==> config.mk <==
export PLATFORM = sky130hd
export DESIGN_NAME = tcsm_timer01
export DESIGN_NICKNAME = d
export VERILOG_FILES = /design/src/core/tcsm_pkg.sv /design/src/core/tcsm_sync.sv /design/src/core/tcsm_timer01.sv
export SDC_FILE = /design/constraint.sdc
export NUM_CORES = 1
export LEC_CHECK = 0
export BUFFER_PORTS_ARGS = -buffer_cell sky130_fd_sc_hd__buf_2
export CORE_UTILIZATION = 45
export CTS_BUF_LIST = sky130_fd_sc_hd__clkbuf_16
export DETAILED_ROUTE_END_ITERATION = 10
export HOLD_SLACK_MARGIN = 0.1
export PLACE_DENSITY = 0.59
export SYNTH_ARGS = -nofsm -noshare
export SYNTH_HDL_FRONTEND = slang
export SYNTH_HIERARCHICAL = 1
export SYNTH_SLANG_ARGS = --single-unit
export TNS_END_PERCENT = 5
==> constraint.sdc <==
create_clock -name clk -period 2.49 [get_ports clk]
set_clock_uncertainty 0.1 [all_clocks]
set_input_delay 0.3735 -clock clk [delete_from_list [all_inputs] [get_ports clk]]
set_output_delay 0.3735 -clock clk [all_outputs]
set_load 0.01 [all_outputs]
==> src/core/tcsm_pkg.sv <==
// constants and types for the timer 0/1 clock select and counter block
// assumes one system clock domain and a byte-wide register port
package tcsm_pkg;

    // ----------------------------------------------------------------
    // register offsets on the byte port
    // ----------------------------------------------------------------
    localparam logic [7:0] ADDR_RUN_FLAGS = 8'h88;
    localparam logic [7:0] ADDR_MODE = 8'h89;
    localparam logic [7:0] ADDR_T0_LOW = 8'h8A;
    localparam logic [7:0] ADDR_T1_LOW = 8'h8B;
    localparam logic [7:0] ADDR_T0_HIGH = 8'h8C;
    localparam logic [7:0] ADDR_T1_HIGH = 8'h8D;
    localparam logic [7:0] ADDR_CLK_SEL = 8'h8E;
    localparam logic [7:0] ADDR_IRQ_MASK = 8'hA8;
    localparam logic [7:0] ADDR_EXT_CFG = 8'hE4;

    // ----------------------------------------------------------------
    // reset values and masks
    // ----------------------------------------------------------------
    localparam logic [7:0] CLK_SEL_RESET = 8'h00;
    localparam logic [7:0] CLK_SEL_WMASK = 8'h7B;
    localparam logic [7:0] REG_RESET = 8'h00;

    // ----------------------------------------------------------------
    // field positions
    // ----------------------------------------------------------------
    localparam int RF_TF1_BIT = 7;
    localparam int RF_TR1_BIT = 6;
    localparam int RF_TF0_BIT = 5;
    localparam int RF_TR0_BIT = 4;
    localparam int IRQ_ET0_BIT = 1;
    localparam int IRQ_ET1_BIT = 3;
    localparam int EXT_GATE_ZERO_POLARITY_BIT = 3;
    localparam int EXT_GATE_ONE_POLARITY_BIT = 7;

    // synchroniser lanes
    localparam int SYNC_LANES = 5;
    localparam int SYNC_EXTCLK = 0;
    localparam int SYNC_EVT0 = 1;
    localparam int SYNC_TIMER_ZERO_GATE_EN = 3;

    // ----------------------------------------------------------------
    // prescaler division ratios
    // ----------------------------------------------------------------
    localparam int DIV_SYS12 = 12;
    localparam int DIV_SYS4 = 4;
    localparam int DIV_SYS48 = 48;
    localparam int DIV_EXT8 = 8;
    localparam logic [5:0] PS_LAST_DIV12 = 6'(DIV_SYS12 - 1);
    localparam logic [5:0] PS_LAST_DIV4 = 6'(DIV_SYS4 - 1);
    localparam logic [5:0] PS_LAST_DIV48 = 6'(DIV_SYS48 - 1);
    localparam logic [2:0] PS_LAST_EXT8 = 3'(DIV_EXT8 - 1);

    // ----------------------------------------------------------------
    // types
    // ----------------------------------------------------------------
    typedef enum logic [1:0] {
        PS_DIV12 = 2'b00,
        PS_DIV4 = 2'b01,
        PS_DIV48 = 2'b10,
        PS_EXT8 = 2'b11
    } tcsm_prescale_e;

    typedef enum logic [1:0] {
        MODE_13BIT = 2'b00,
        MODE_16BIT = 2'b01,
        MODE_8RELOAD = 2'b10,
        MODE_IDLE = 2'b11
    } tcsm_mode_e;

    typedef struct packed {
        logic unused7;
        logic tmr2_high_sysclk_sel;
        logic tmr2_low_sysclk_sel;
        logic timer_one_sysclk_sel;
        logic timer_zero_sysclk_sel;
        logic unused2;
        tcsm_prescale_e prescale_code;
    } tcsm_clksel_s;

    typedef struct packed {
        logic gate_en;
        logic counter_sel;
        tcsm_mode_e mode;
    } tcsm_tmode_s;

endpackage : tcsm_pkg

==> src/core/tcsm_sync.sv <==
// two-flop synchroniser bank for pin inputs
// assumes each lane is a slow level from outside the clk domain
`timescale 1ns/1ps
module tcsm_sync #(
    parameter int WIDTH = 5
) (
    // clock and reset
    input wire logic clk,
    input wire logic reset,
    // lanes
    input wire logic [WIDTH-1:0] din,
    output logic [WIDTH-1:0] dout
);

    logic [WIDTH-1:0] meta_reg;
    logic [WIDTH-1:0] meta_next;
    logic [WIDTH-1:0] dout_next;

    // ----------------------------------------------------------------
    // per-lane flops; the first stage feeds only the second
    // ----------------------------------------------------------------
    genvar g;
    generate
        for (g = 0; g < WIDTH; g++) begin : g_lane
            always_comb begin
                meta_next[g] = din[g];
                dout_next[g] = meta_reg[g];
            end
            always_ff @(posedge clk) begin
                if (reset) begin
                    meta_reg[g] <= 1'b0;
                    dout[g] <= 1'b0;
                end else begin
                    meta_reg[g] <= meta_next[g];
                    dout[g] <= dout_next[g];
                end
            end
        end
    endgenerate

endmodule : tcsm_sync

==> src/core/tcsm_timer01.sv <==
// timer 0/1 clock selection, prescaler and counters with register port
// assumes a byte register port on clk and slow pins sampled by clk
//
// The strobed register port is this design's own decision.
`timescale 1ns/1ps
module tcsm_timer01 (
    // clock and reset
    input wire logic clk,
    input wire logic reset,
    // register port
    input wire logic [7:0] reg_addr,
    input wire logic [7:0] reg_wr_data,
    input wire logic reg_wr_stb,
    input wire logic reg_rd_stb,
    output logic [7:0] reg_rd_data,
    // pins
    input wire logic ext_clk_pin,
    input wire logic timer_zero_event_pin,
    input wire logic timer_one_event_pin,
    input wire logic gate_input_zero,
    input wire logic gate_input_one,
    // interrupt requests and timer 2 clock selects
    output logic timer_zero_irq,
    output logic timer_one_irq,
    output logic tmr2_high_sysclk_sel,
    output logic tmr2_low_sysclk_sel
);

    // ----------------------------------------------------------------
    // state
    // ----------------------------------------------------------------
    tcsm_pkg::tcsm_clksel_s clksel_reg, clksel_next;
    tcsm_pkg::tcsm_tmode_s [1:0] mode_reg, mode_next;
    logic [7:0] run_flags_reg, run_flags_next;
    logic [7:0] irq_mask_reg, irq_mask_next;
    logic [7:0] ext_cfg_reg, ext_cfg_next;
    logic [1:0][15:0] count_reg, count_next;
    logic [5:0] div_cnt_reg, div_cnt_next;
    logic [2:0] ext_div_reg, ext_div_next;
    logic [7:0] rd_data_reg, rd_data_next;
    logic [1:0] irq_reg, irq_next;
    logic [tcsm_pkg::SYNC_LANES-1:0] pin_prev_reg, pin_prev_next;

    logic [tcsm_pkg::SYNC_LANES-1:0] pin_raw;
    logic [tcsm_pkg::SYNC_LANES-1:0] pin_sync;
    logic ext_rise;
    logic pre_tick;
    logic ck_wr;
    logic [1:0] evt_fall, sys_sel, pol, run, gate_ok, base_tick, count_en, wrap;
    logic [1:0] wr_low, wr_high;
    logic [1:0][15:0] inc_val;

    // ----------------------------------------------------------------
    // pin synchronisers and edge detect
    // ----------------------------------------------------------------
    // pins cross into clk through two flops before any edge logic
    assign pin_raw = {gate_input_one, gate_input_zero, timer_one_event_pin,
                      timer_zero_event_pin, ext_clk_pin};

    tcsm_sync #(.WIDTH(tcsm_pkg::SYNC_LANES)) u_sync (
        .clk(clk),
        .reset(reset),
        .din(pin_raw),
        .dout(pin_sync)
    );

    // edges become one-cycle enables rather than clocks
    assign pin_prev_next = pin_sync;
    assign ext_rise = pin_sync[tcsm_pkg::SYNC_EXTCLK]
                      & ~pin_prev_reg[tcsm_pkg::SYNC_EXTCLK];
    assign ck_wr = reg_wr_stb && (reg_addr == tcsm_pkg::ADDR_CLK_SEL);

    // ----------------------------------------------------------------
    // prescaler
    // ----------------------------------------------------------------
    // a write to clock select restarts both dividers so the first
    // period after a code change is a full one
    always_comb begin
        div_cnt_next = div_cnt_reg + 6'h01;
        ext_div_next = ext_div_reg;
        pre_tick = 1'b0;
        unique case (clksel_reg.prescale_code)
            tcsm_pkg::PS_DIV12: pre_tick = (div_cnt_reg == tcsm_pkg::PS_LAST_DIV12);
            tcsm_pkg::PS_DIV4: pre_tick = (div_cnt_reg == tcsm_pkg::PS_LAST_DIV4);
            tcsm_pkg::PS_DIV48: pre_tick = (div_cnt_reg == tcsm_pkg::PS_LAST_DIV48);
            tcsm_pkg::PS_EXT8: begin
                pre_tick = ext_rise && (ext_div_reg == tcsm_pkg::PS_LAST_EXT8);
                ext_div_next = ext_rise ? ext_div_reg + 3'h1 : ext_div_reg;
            end
        endcase
        if (pre_tick) begin
            div_cnt_next = 6'h00;
        end
        if (ck_wr) begin
            div_cnt_next = 6'h00;
            ext_div_next = 3'h0;
        end
    end

    // ----------------------------------------------------------------
    // per-timer enables and increment
    // ----------------------------------------------------------------
    assign sys_sel = {clksel_reg.timer_one_sysclk_sel, clksel_reg.timer_zero_sysclk_sel};
    assign pol = {ext_cfg_reg[tcsm_pkg::EXT_GATE_ONE_POLARITY_BIT], ext_cfg_reg[tcsm_pkg::EXT_GATE_ZERO_POLARITY_BIT]};
    assign run = {run_flags_reg[tcsm_pkg::RF_TR1_BIT], run_flags_reg[tcsm_pkg::RF_TR0_BIT]};

    genvar t;
    generate
        for (t = 0; t < 2; t++) begin : g_timer
            // timer 1 reuses the timer 0 structure with its own bits
            assign evt_fall[t] = pin_prev_reg[tcsm_pkg::SYNC_EVT0 + t]
                                 & ~pin_sync[tcsm_pkg::SYNC_EVT0 + t];
            // sysclk select is ignored in counter mode
            assign base_tick[t] = mode_reg[t].counter_sel ? evt_fall[t]
                                  : (sys_sel[t] | pre_tick);
            assign gate_ok[t] = ~mode_reg[t].gate_en
                                | (pin_sync[tcsm_pkg::SYNC_TIMER_ZERO_GATE_EN + t] == pol[t]);
            assign count_en[t] = run[t] & gate_ok[t] & base_tick[t];
            assign wr_low[t] = reg_wr_stb
                               && (reg_addr == (t == 0 ? tcsm_pkg::ADDR_T0_LOW
                                                       : tcsm_pkg::ADDR_T1_LOW));
            assign wr_high[t] = reg_wr_stb
                                && (reg_addr == (t == 0 ? tcsm_pkg::ADDR_T0_HIGH
                                                        : tcsm_pkg::ADDR_T1_HIGH));

            // mode decides width and wrap point of the count
            always_comb begin
                logic [12:0] c13;
                c13 = 13'({count_reg[t][15:8], count_reg[t][4:0]} + 13'h0001);
                inc_val[t] = count_reg[t];
                wrap[t] = 1'b0;
                unique case (mode_reg[t].mode)
                    tcsm_pkg::MODE_13BIT: begin
                        // low byte bits 7..5 are left as they were
                        inc_val[t] = {c13[12:5], count_reg[t][7:5], c13[4:0]};
                        wrap[t] = count_en[t]
                                  & (&{count_reg[t][15:8], count_reg[t][4:0]});
                    end
                    tcsm_pkg::MODE_16BIT: begin
                        inc_val[t] = count_reg[t] + 16'h0001;
                        wrap[t] = count_en[t] & (&count_reg[t]);
                    end
                    tcsm_pkg::MODE_8RELOAD: begin
                        wrap[t] = count_en[t] & (&count_reg[t][7:0]);
                        inc_val[t][7:0] = (&count_reg[t][7:0]) ? count_reg[t][15:8]
                                          : count_reg[t][7:0] + 8'h01;
                    end
                    tcsm_pkg::MODE_IDLE: begin
                        inc_val[t] = count_reg[t];
                    end
                endcase
            end
        end
    endgenerate

    // ----------------------------------------------------------------
    // register file next state
    // ----------------------------------------------------------------
    // a byte write wins over an increment in the same cycle; an
    // overflow in the cycle that software clears a flag still sets it
    always_comb begin
        clksel_next = clksel_reg;
        mode_next = mode_reg;
        run_flags_next = run_flags_reg;
        irq_mask_next = irq_mask_reg;
        ext_cfg_next = ext_cfg_reg;
        count_next = count_reg;
        if (ck_wr) begin
            clksel_next = reg_wr_data & tcsm_pkg::CLK_SEL_WMASK;
        end
        if (reg_wr_stb && reg_addr == tcsm_pkg::ADDR_MODE) begin
            mode_next = reg_wr_data;
        end
        // run bit only gates counting; the count is untouched
        if (reg_wr_stb && reg_addr == tcsm_pkg::ADDR_RUN_FLAGS) begin
            run_flags_next = reg_wr_data;
        end
        if (reg_wr_stb && reg_addr == tcsm_pkg::ADDR_IRQ_MASK) begin
            irq_mask_next = reg_wr_data;
        end
        if (reg_wr_stb && reg_addr == tcsm_pkg::ADDR_EXT_CFG) begin
            ext_cfg_next = reg_wr_data;
        end
        if (wrap[0]) begin
            run_flags_next[tcsm_pkg::RF_TF0_BIT] = 1'b1;
        end
        if (wrap[1]) begin
            run_flags_next[tcsm_pkg::RF_TF1_BIT] = 1'b1;
        end
        for (int i = 0; i < 2; i++) begin
            if (count_en[i]) begin
                count_next[i] = inc_val[i];
            end
            if (wr_low[i]) begin
                count_next[i][7:0] = reg_wr_data;
            end
            if (wr_high[i]) begin
                count_next[i][15:8] = reg_wr_data;
            end
        end
        // requests follow the flags, each through its own enable
        irq_next[0] = run_flags_reg[tcsm_pkg::RF_TF0_BIT]
                      & irq_mask_reg[tcsm_pkg::IRQ_ET0_BIT];
        irq_next[1] = run_flags_reg[tcsm_pkg::RF_TF1_BIT]
                      & irq_mask_reg[tcsm_pkg::IRQ_ET1_BIT];
    end

    // read data stand only in the cycle after the strobe
    always_comb begin
        rd_data_next = 8'h00;
        if (reg_rd_stb) begin
            unique case (reg_addr)
                tcsm_pkg::ADDR_CLK_SEL: rd_data_next = clksel_reg;
                tcsm_pkg::ADDR_MODE: rd_data_next = mode_reg;
                tcsm_pkg::ADDR_RUN_FLAGS: rd_data_next = run_flags_reg;
                tcsm_pkg::ADDR_IRQ_MASK: rd_data_next = irq_mask_reg;
                tcsm_pkg::ADDR_EXT_CFG: rd_data_next = ext_cfg_reg;
                // upper low-byte bits are returned raw in mode 0
                tcsm_pkg::ADDR_T0_LOW: rd_data_next = count_reg[0][7:0];
                tcsm_pkg::ADDR_T1_LOW: rd_data_next = count_reg[1][7:0];
                tcsm_pkg::ADDR_T0_HIGH: rd_data_next = count_reg[0][15:8];
                tcsm_pkg::ADDR_T1_HIGH: rd_data_next = count_reg[1][15:8];
                default: rd_data_next = 8'h00;
            endcase
        end
    end

    // ----------------------------------------------------------------
    // registers
    // ----------------------------------------------------------------
    always_ff @(posedge clk) begin
        if (reset) begin
            clksel_reg <= tcsm_pkg::CLK_SEL_RESET;
            mode_reg <= tcsm_pkg::REG_RESET;
            run_flags_reg <= tcsm_pkg::REG_RESET;
            irq_mask_reg <= tcsm_pkg::REG_RESET;
            ext_cfg_reg <= tcsm_pkg::REG_RESET;
            count_reg <= '0;
            div_cnt_reg <= 6'h00;
            ext_div_reg <= 3'h0;
            rd_data_reg <= 8'h00;
            irq_reg <= 2'b00;
            pin_prev_reg <= '0;
        end else begin
            clksel_reg <= clksel_next;
            mode_reg <= mode_next;
            run_flags_reg <= run_flags_next;
            irq_mask_reg <= irq_mask_next;
            ext_cfg_reg <= ext_cfg_next;
            count_reg <= count_next;
            div_cnt_reg <= div_cnt_next;
            ext_div_reg <= ext_div_next;
            rd_data_reg <= rd_data_next;
            irq_reg <= irq_next;
            pin_prev_reg <= pin_prev_next;
        end
    end

    assign reg_rd_data = rd_data_reg;
    assign timer_zero_irq = irq_reg[0];
    assign timer_one_irq = irq_reg[1];
    assign tmr2_high_sysclk_sel = clksel_reg.tmr2_high_sysclk_sel;
    assign tmr2_low_sysclk_sel = clksel_reg.tmr2_low_sysclk_sel;

    // gap since last prescaler tick, invalidated by a code write
    logic [5:0] gap_reg;
    logic gap_valid_reg;
    always_ff @(posedge clk) begin
        if (reset || ck_wr) begin
            gap_reg <= 6'h00;
            gap_valid_reg <= 1'b0;
        end else if (pre_tick) begin
            gap_reg <= 6'h00;
            gap_valid_reg <= 1'b1;
        end else if (gap_reg != 6'h3F) begin
            gap_reg <= gap_reg + 6'h01;
        end
    end
endmodule : tcsm_timer01

==> results by group <==
Outcome
  – Outcome: completed

Place
  – Placer Congestion: 0.954
  – Worst slack, placed: 0.114 ns
  – Placed Cells: 878
  – Cell Area, Placed: 6130 um2
  – Hpwl dp: 12.9 mm
  – IO buf count: 36

Cells and area
  – Post-route insts no fill: 894
  – Cell area after layout: 6450 um2
  – Area growth from synthesis to layout: 13.9%
  – Commonest non-fill, non-tap cell in the layout: dfxtp_1
  – Final net count: 759
  – Max reg flops: 32
  – Most frequent cells in the layout: 102 x dfxtp_1, 69 x nand2_1, 66 x nor2_1, 47 x a21oi_1, 38 x nand3_1
  – Inserted Diodes: 0
  – Share of cells above drive strength 1: 0.153
  – Final core utilization: 0.531
  – Fill cell count: 1148

Pwr
  – Lkg Pwr: 2.47 nW
  – Overall Power: 3.35 mW
  – Power per cell area: 520 nW/um2
  – Max rail drop VDD: 0.556 mV

Floorplan
  – Die height: 114 um
  – Core Area: 12200 um2
  – Initial core utilization: 0.466
  – I/O pin cnt: 37
  – Die width: 114 um
  – DIE AREA: 13000 um2
  – Rows: 40

Logic synthesis
  – Synth area leaders: dfxtp_1 36%, mux2i_1 4.9%, nand2_1 4.6%
  – Mux cell area share after synthesis: 0.0514
  – Main combinational cell family by area after synthesis: simple AND/OR/NAND/NOR gates
  – Synthesized area per cell: 8.30 um2
  – Share of the synthesized area in the top cell type: 0.360
  – Post-synth EDFFs: 0
  – Mapped Cells: 683
  – XOR/XNOR share of the synthesized area: 0.0417
  – Synthesized cell area: 5670 um2
  – Synth cell types: 71
  – Register area share after synthesis: 0.360
  – Synth Area in Adders: 0.0287
  – Top cell type by total area after synthesis: dfxtp_1
  – Post-Syn Nets: 721
  – Yosys warning total: 6
  – Ys flop type: dfxtp_1
  – Synth Area in Simple Gates: 0.257
  – Async set or reset register ratio after synthesis: 0
  – #FFs+latches synth: 102
  – Post-synthesis compound-gate area fraction: 0.218

Setup path
  – Critical path arrival: 2.52 ns
  – Startpoint types: register
  – Worst path cell trace: ha_1, inv_1, nor3_1, a31o_2, nand3_1, or3_1, a311oi_1
  – WS Path Type: register to register
  – Critical path's top delay family: simple AND/OR/NAND/NOR gates
  – Crit path depth: 7
  – Max stage delay cell, worst path: dfxtp_1
  – Crit-path max cell delay: 0.47 ns
  – Type of destination of the critical path: register
  – Worst R2R Path Depth: 7
  – Critical path peak fanout: 7
  – Bufs and invs on worst path: 1
  – Crit path required time: 2.66 ns

Global route
  – Initial antenna violation count: 0
  – Largest net degree at the start of global routing: 50
  – First-pass GRT wire length: 27.9 mm
  – Gr ovfl total: 0
  – Vias in the first global route: 4985
  – Total track usage: 0.284

Routing
  – Detailed-route vias per instance: 6.06
  – DRC: 0
  – Initial drt markers: 609
  – WL final: 17.7 mm
  – DRT Pass-1 Iters: 5
  – Vias post-DR: 5421
  – WL/cell: 19.8 um
  – Detail Route Antenna Nets: 0

Run
  – Max-Cap Viols: 0

Clock network
  – Post-CTS Hold Fix Bufs: 0
  – Setup bufs post-CTS: 0
  – Clock Latency Late Sink: 0.36 ns
  – CTS sink count: 102
  – CTS tree: built
  – CTS clk-pin slew, worst paths: 0.08 ns
  – CTS Buf Count: 9
  – Clk buf depth: 2
  – Htree depth: 3
  – Root Buffer: clkbuf_16
  – Cells resized by post-CTS repair: 0

Timing
  – Final Hold Fails: 0
  – Period utilization: 0.941
  – Worst slew margin: 0.648
  – Minimum clock period: 2.34 ns
  – Setup TNS: 0 ns
  – Final Slew Violations: 0
  – Fmax: 427 MHz
  – Setup WS post-layout: 0.147 ns
  – Slew @ Worst Pin: 0.527 ns
  – Endpoints failing setup: 0
  – Unrepaired setup endpoints after global routing: false
  – Hold slack: 0.114 ns

Hold path
  – Worst Hold Depth: 2
  – HP Class: input pin to register
-- final timing paths --
check	start	endpoint	slack [ns]
min reg2reg	u_sync/dout_next[4]	u_sync/dout[4]	0.34
max reg2reg	mode_reg[4]	count_reg[28]	0.15
min	timer_zero_event_pin	u_sync/dout_next[1]	0.11
max	mode_reg[4]	count_reg[28]	0.15
-- final cells by class --
class / count / area [um2] / share of cell area
clock buffer: 9 / 225 / 0.0349
clock inverter: 7 / 97.6 / 0.0151
inverter: 15 / 56.3 / 0.00872
multi-input combinational: 524 / 3380 / 0.524
sequential: 102 / 2040 / 0.316
tap: 168 / 210 / 0.0326
timing repair buffer: 69 / 440 / 0.0682
-- metal layers --
metal,GRT usage,share of wire
met3,0.0630,0.092
met4,0.106,0.030
met2,0.426,0.44
met1,0.398,0.44
met5,0,0
-- where the power goes --
part	internal [mW]	leakage [nW]	switching, mW	total (mW)
registers	1.64	0.824	0.00831	1.65
logic	0.0508	1.49	0.123	0.173
clock network	0.812	0.157	0.716	1.53
total	2.51	2.47	0.847	3.35
-- Yosys cell counts (9+ instances only) --
master and number:
dfxtp_1 102, nand2_1 69, nor2_1 66, a21oi_1 47, nand3_1 38, mux2i_1 28, clkbuf_1 24, and3_1 21
o21ai_0 21, xor2_1 21, a22oi_1 20, nor2b_1 18, inv_1 15, buf_2 13, ha_1 13, nand4_1 13
a211oi_1 12, or3_1 10, nor3_1 9
-- logic make-up after synthesis --
group / Yosys count
AOI/OAI and AO/OA: 174
DFF: 102
xor gates and xnor gates: 27
and+or+nand+nor: 281
adders and majority gates: 13
muxes: 29
buffers and inverters: 57
(Power assumes the default switching activity.)
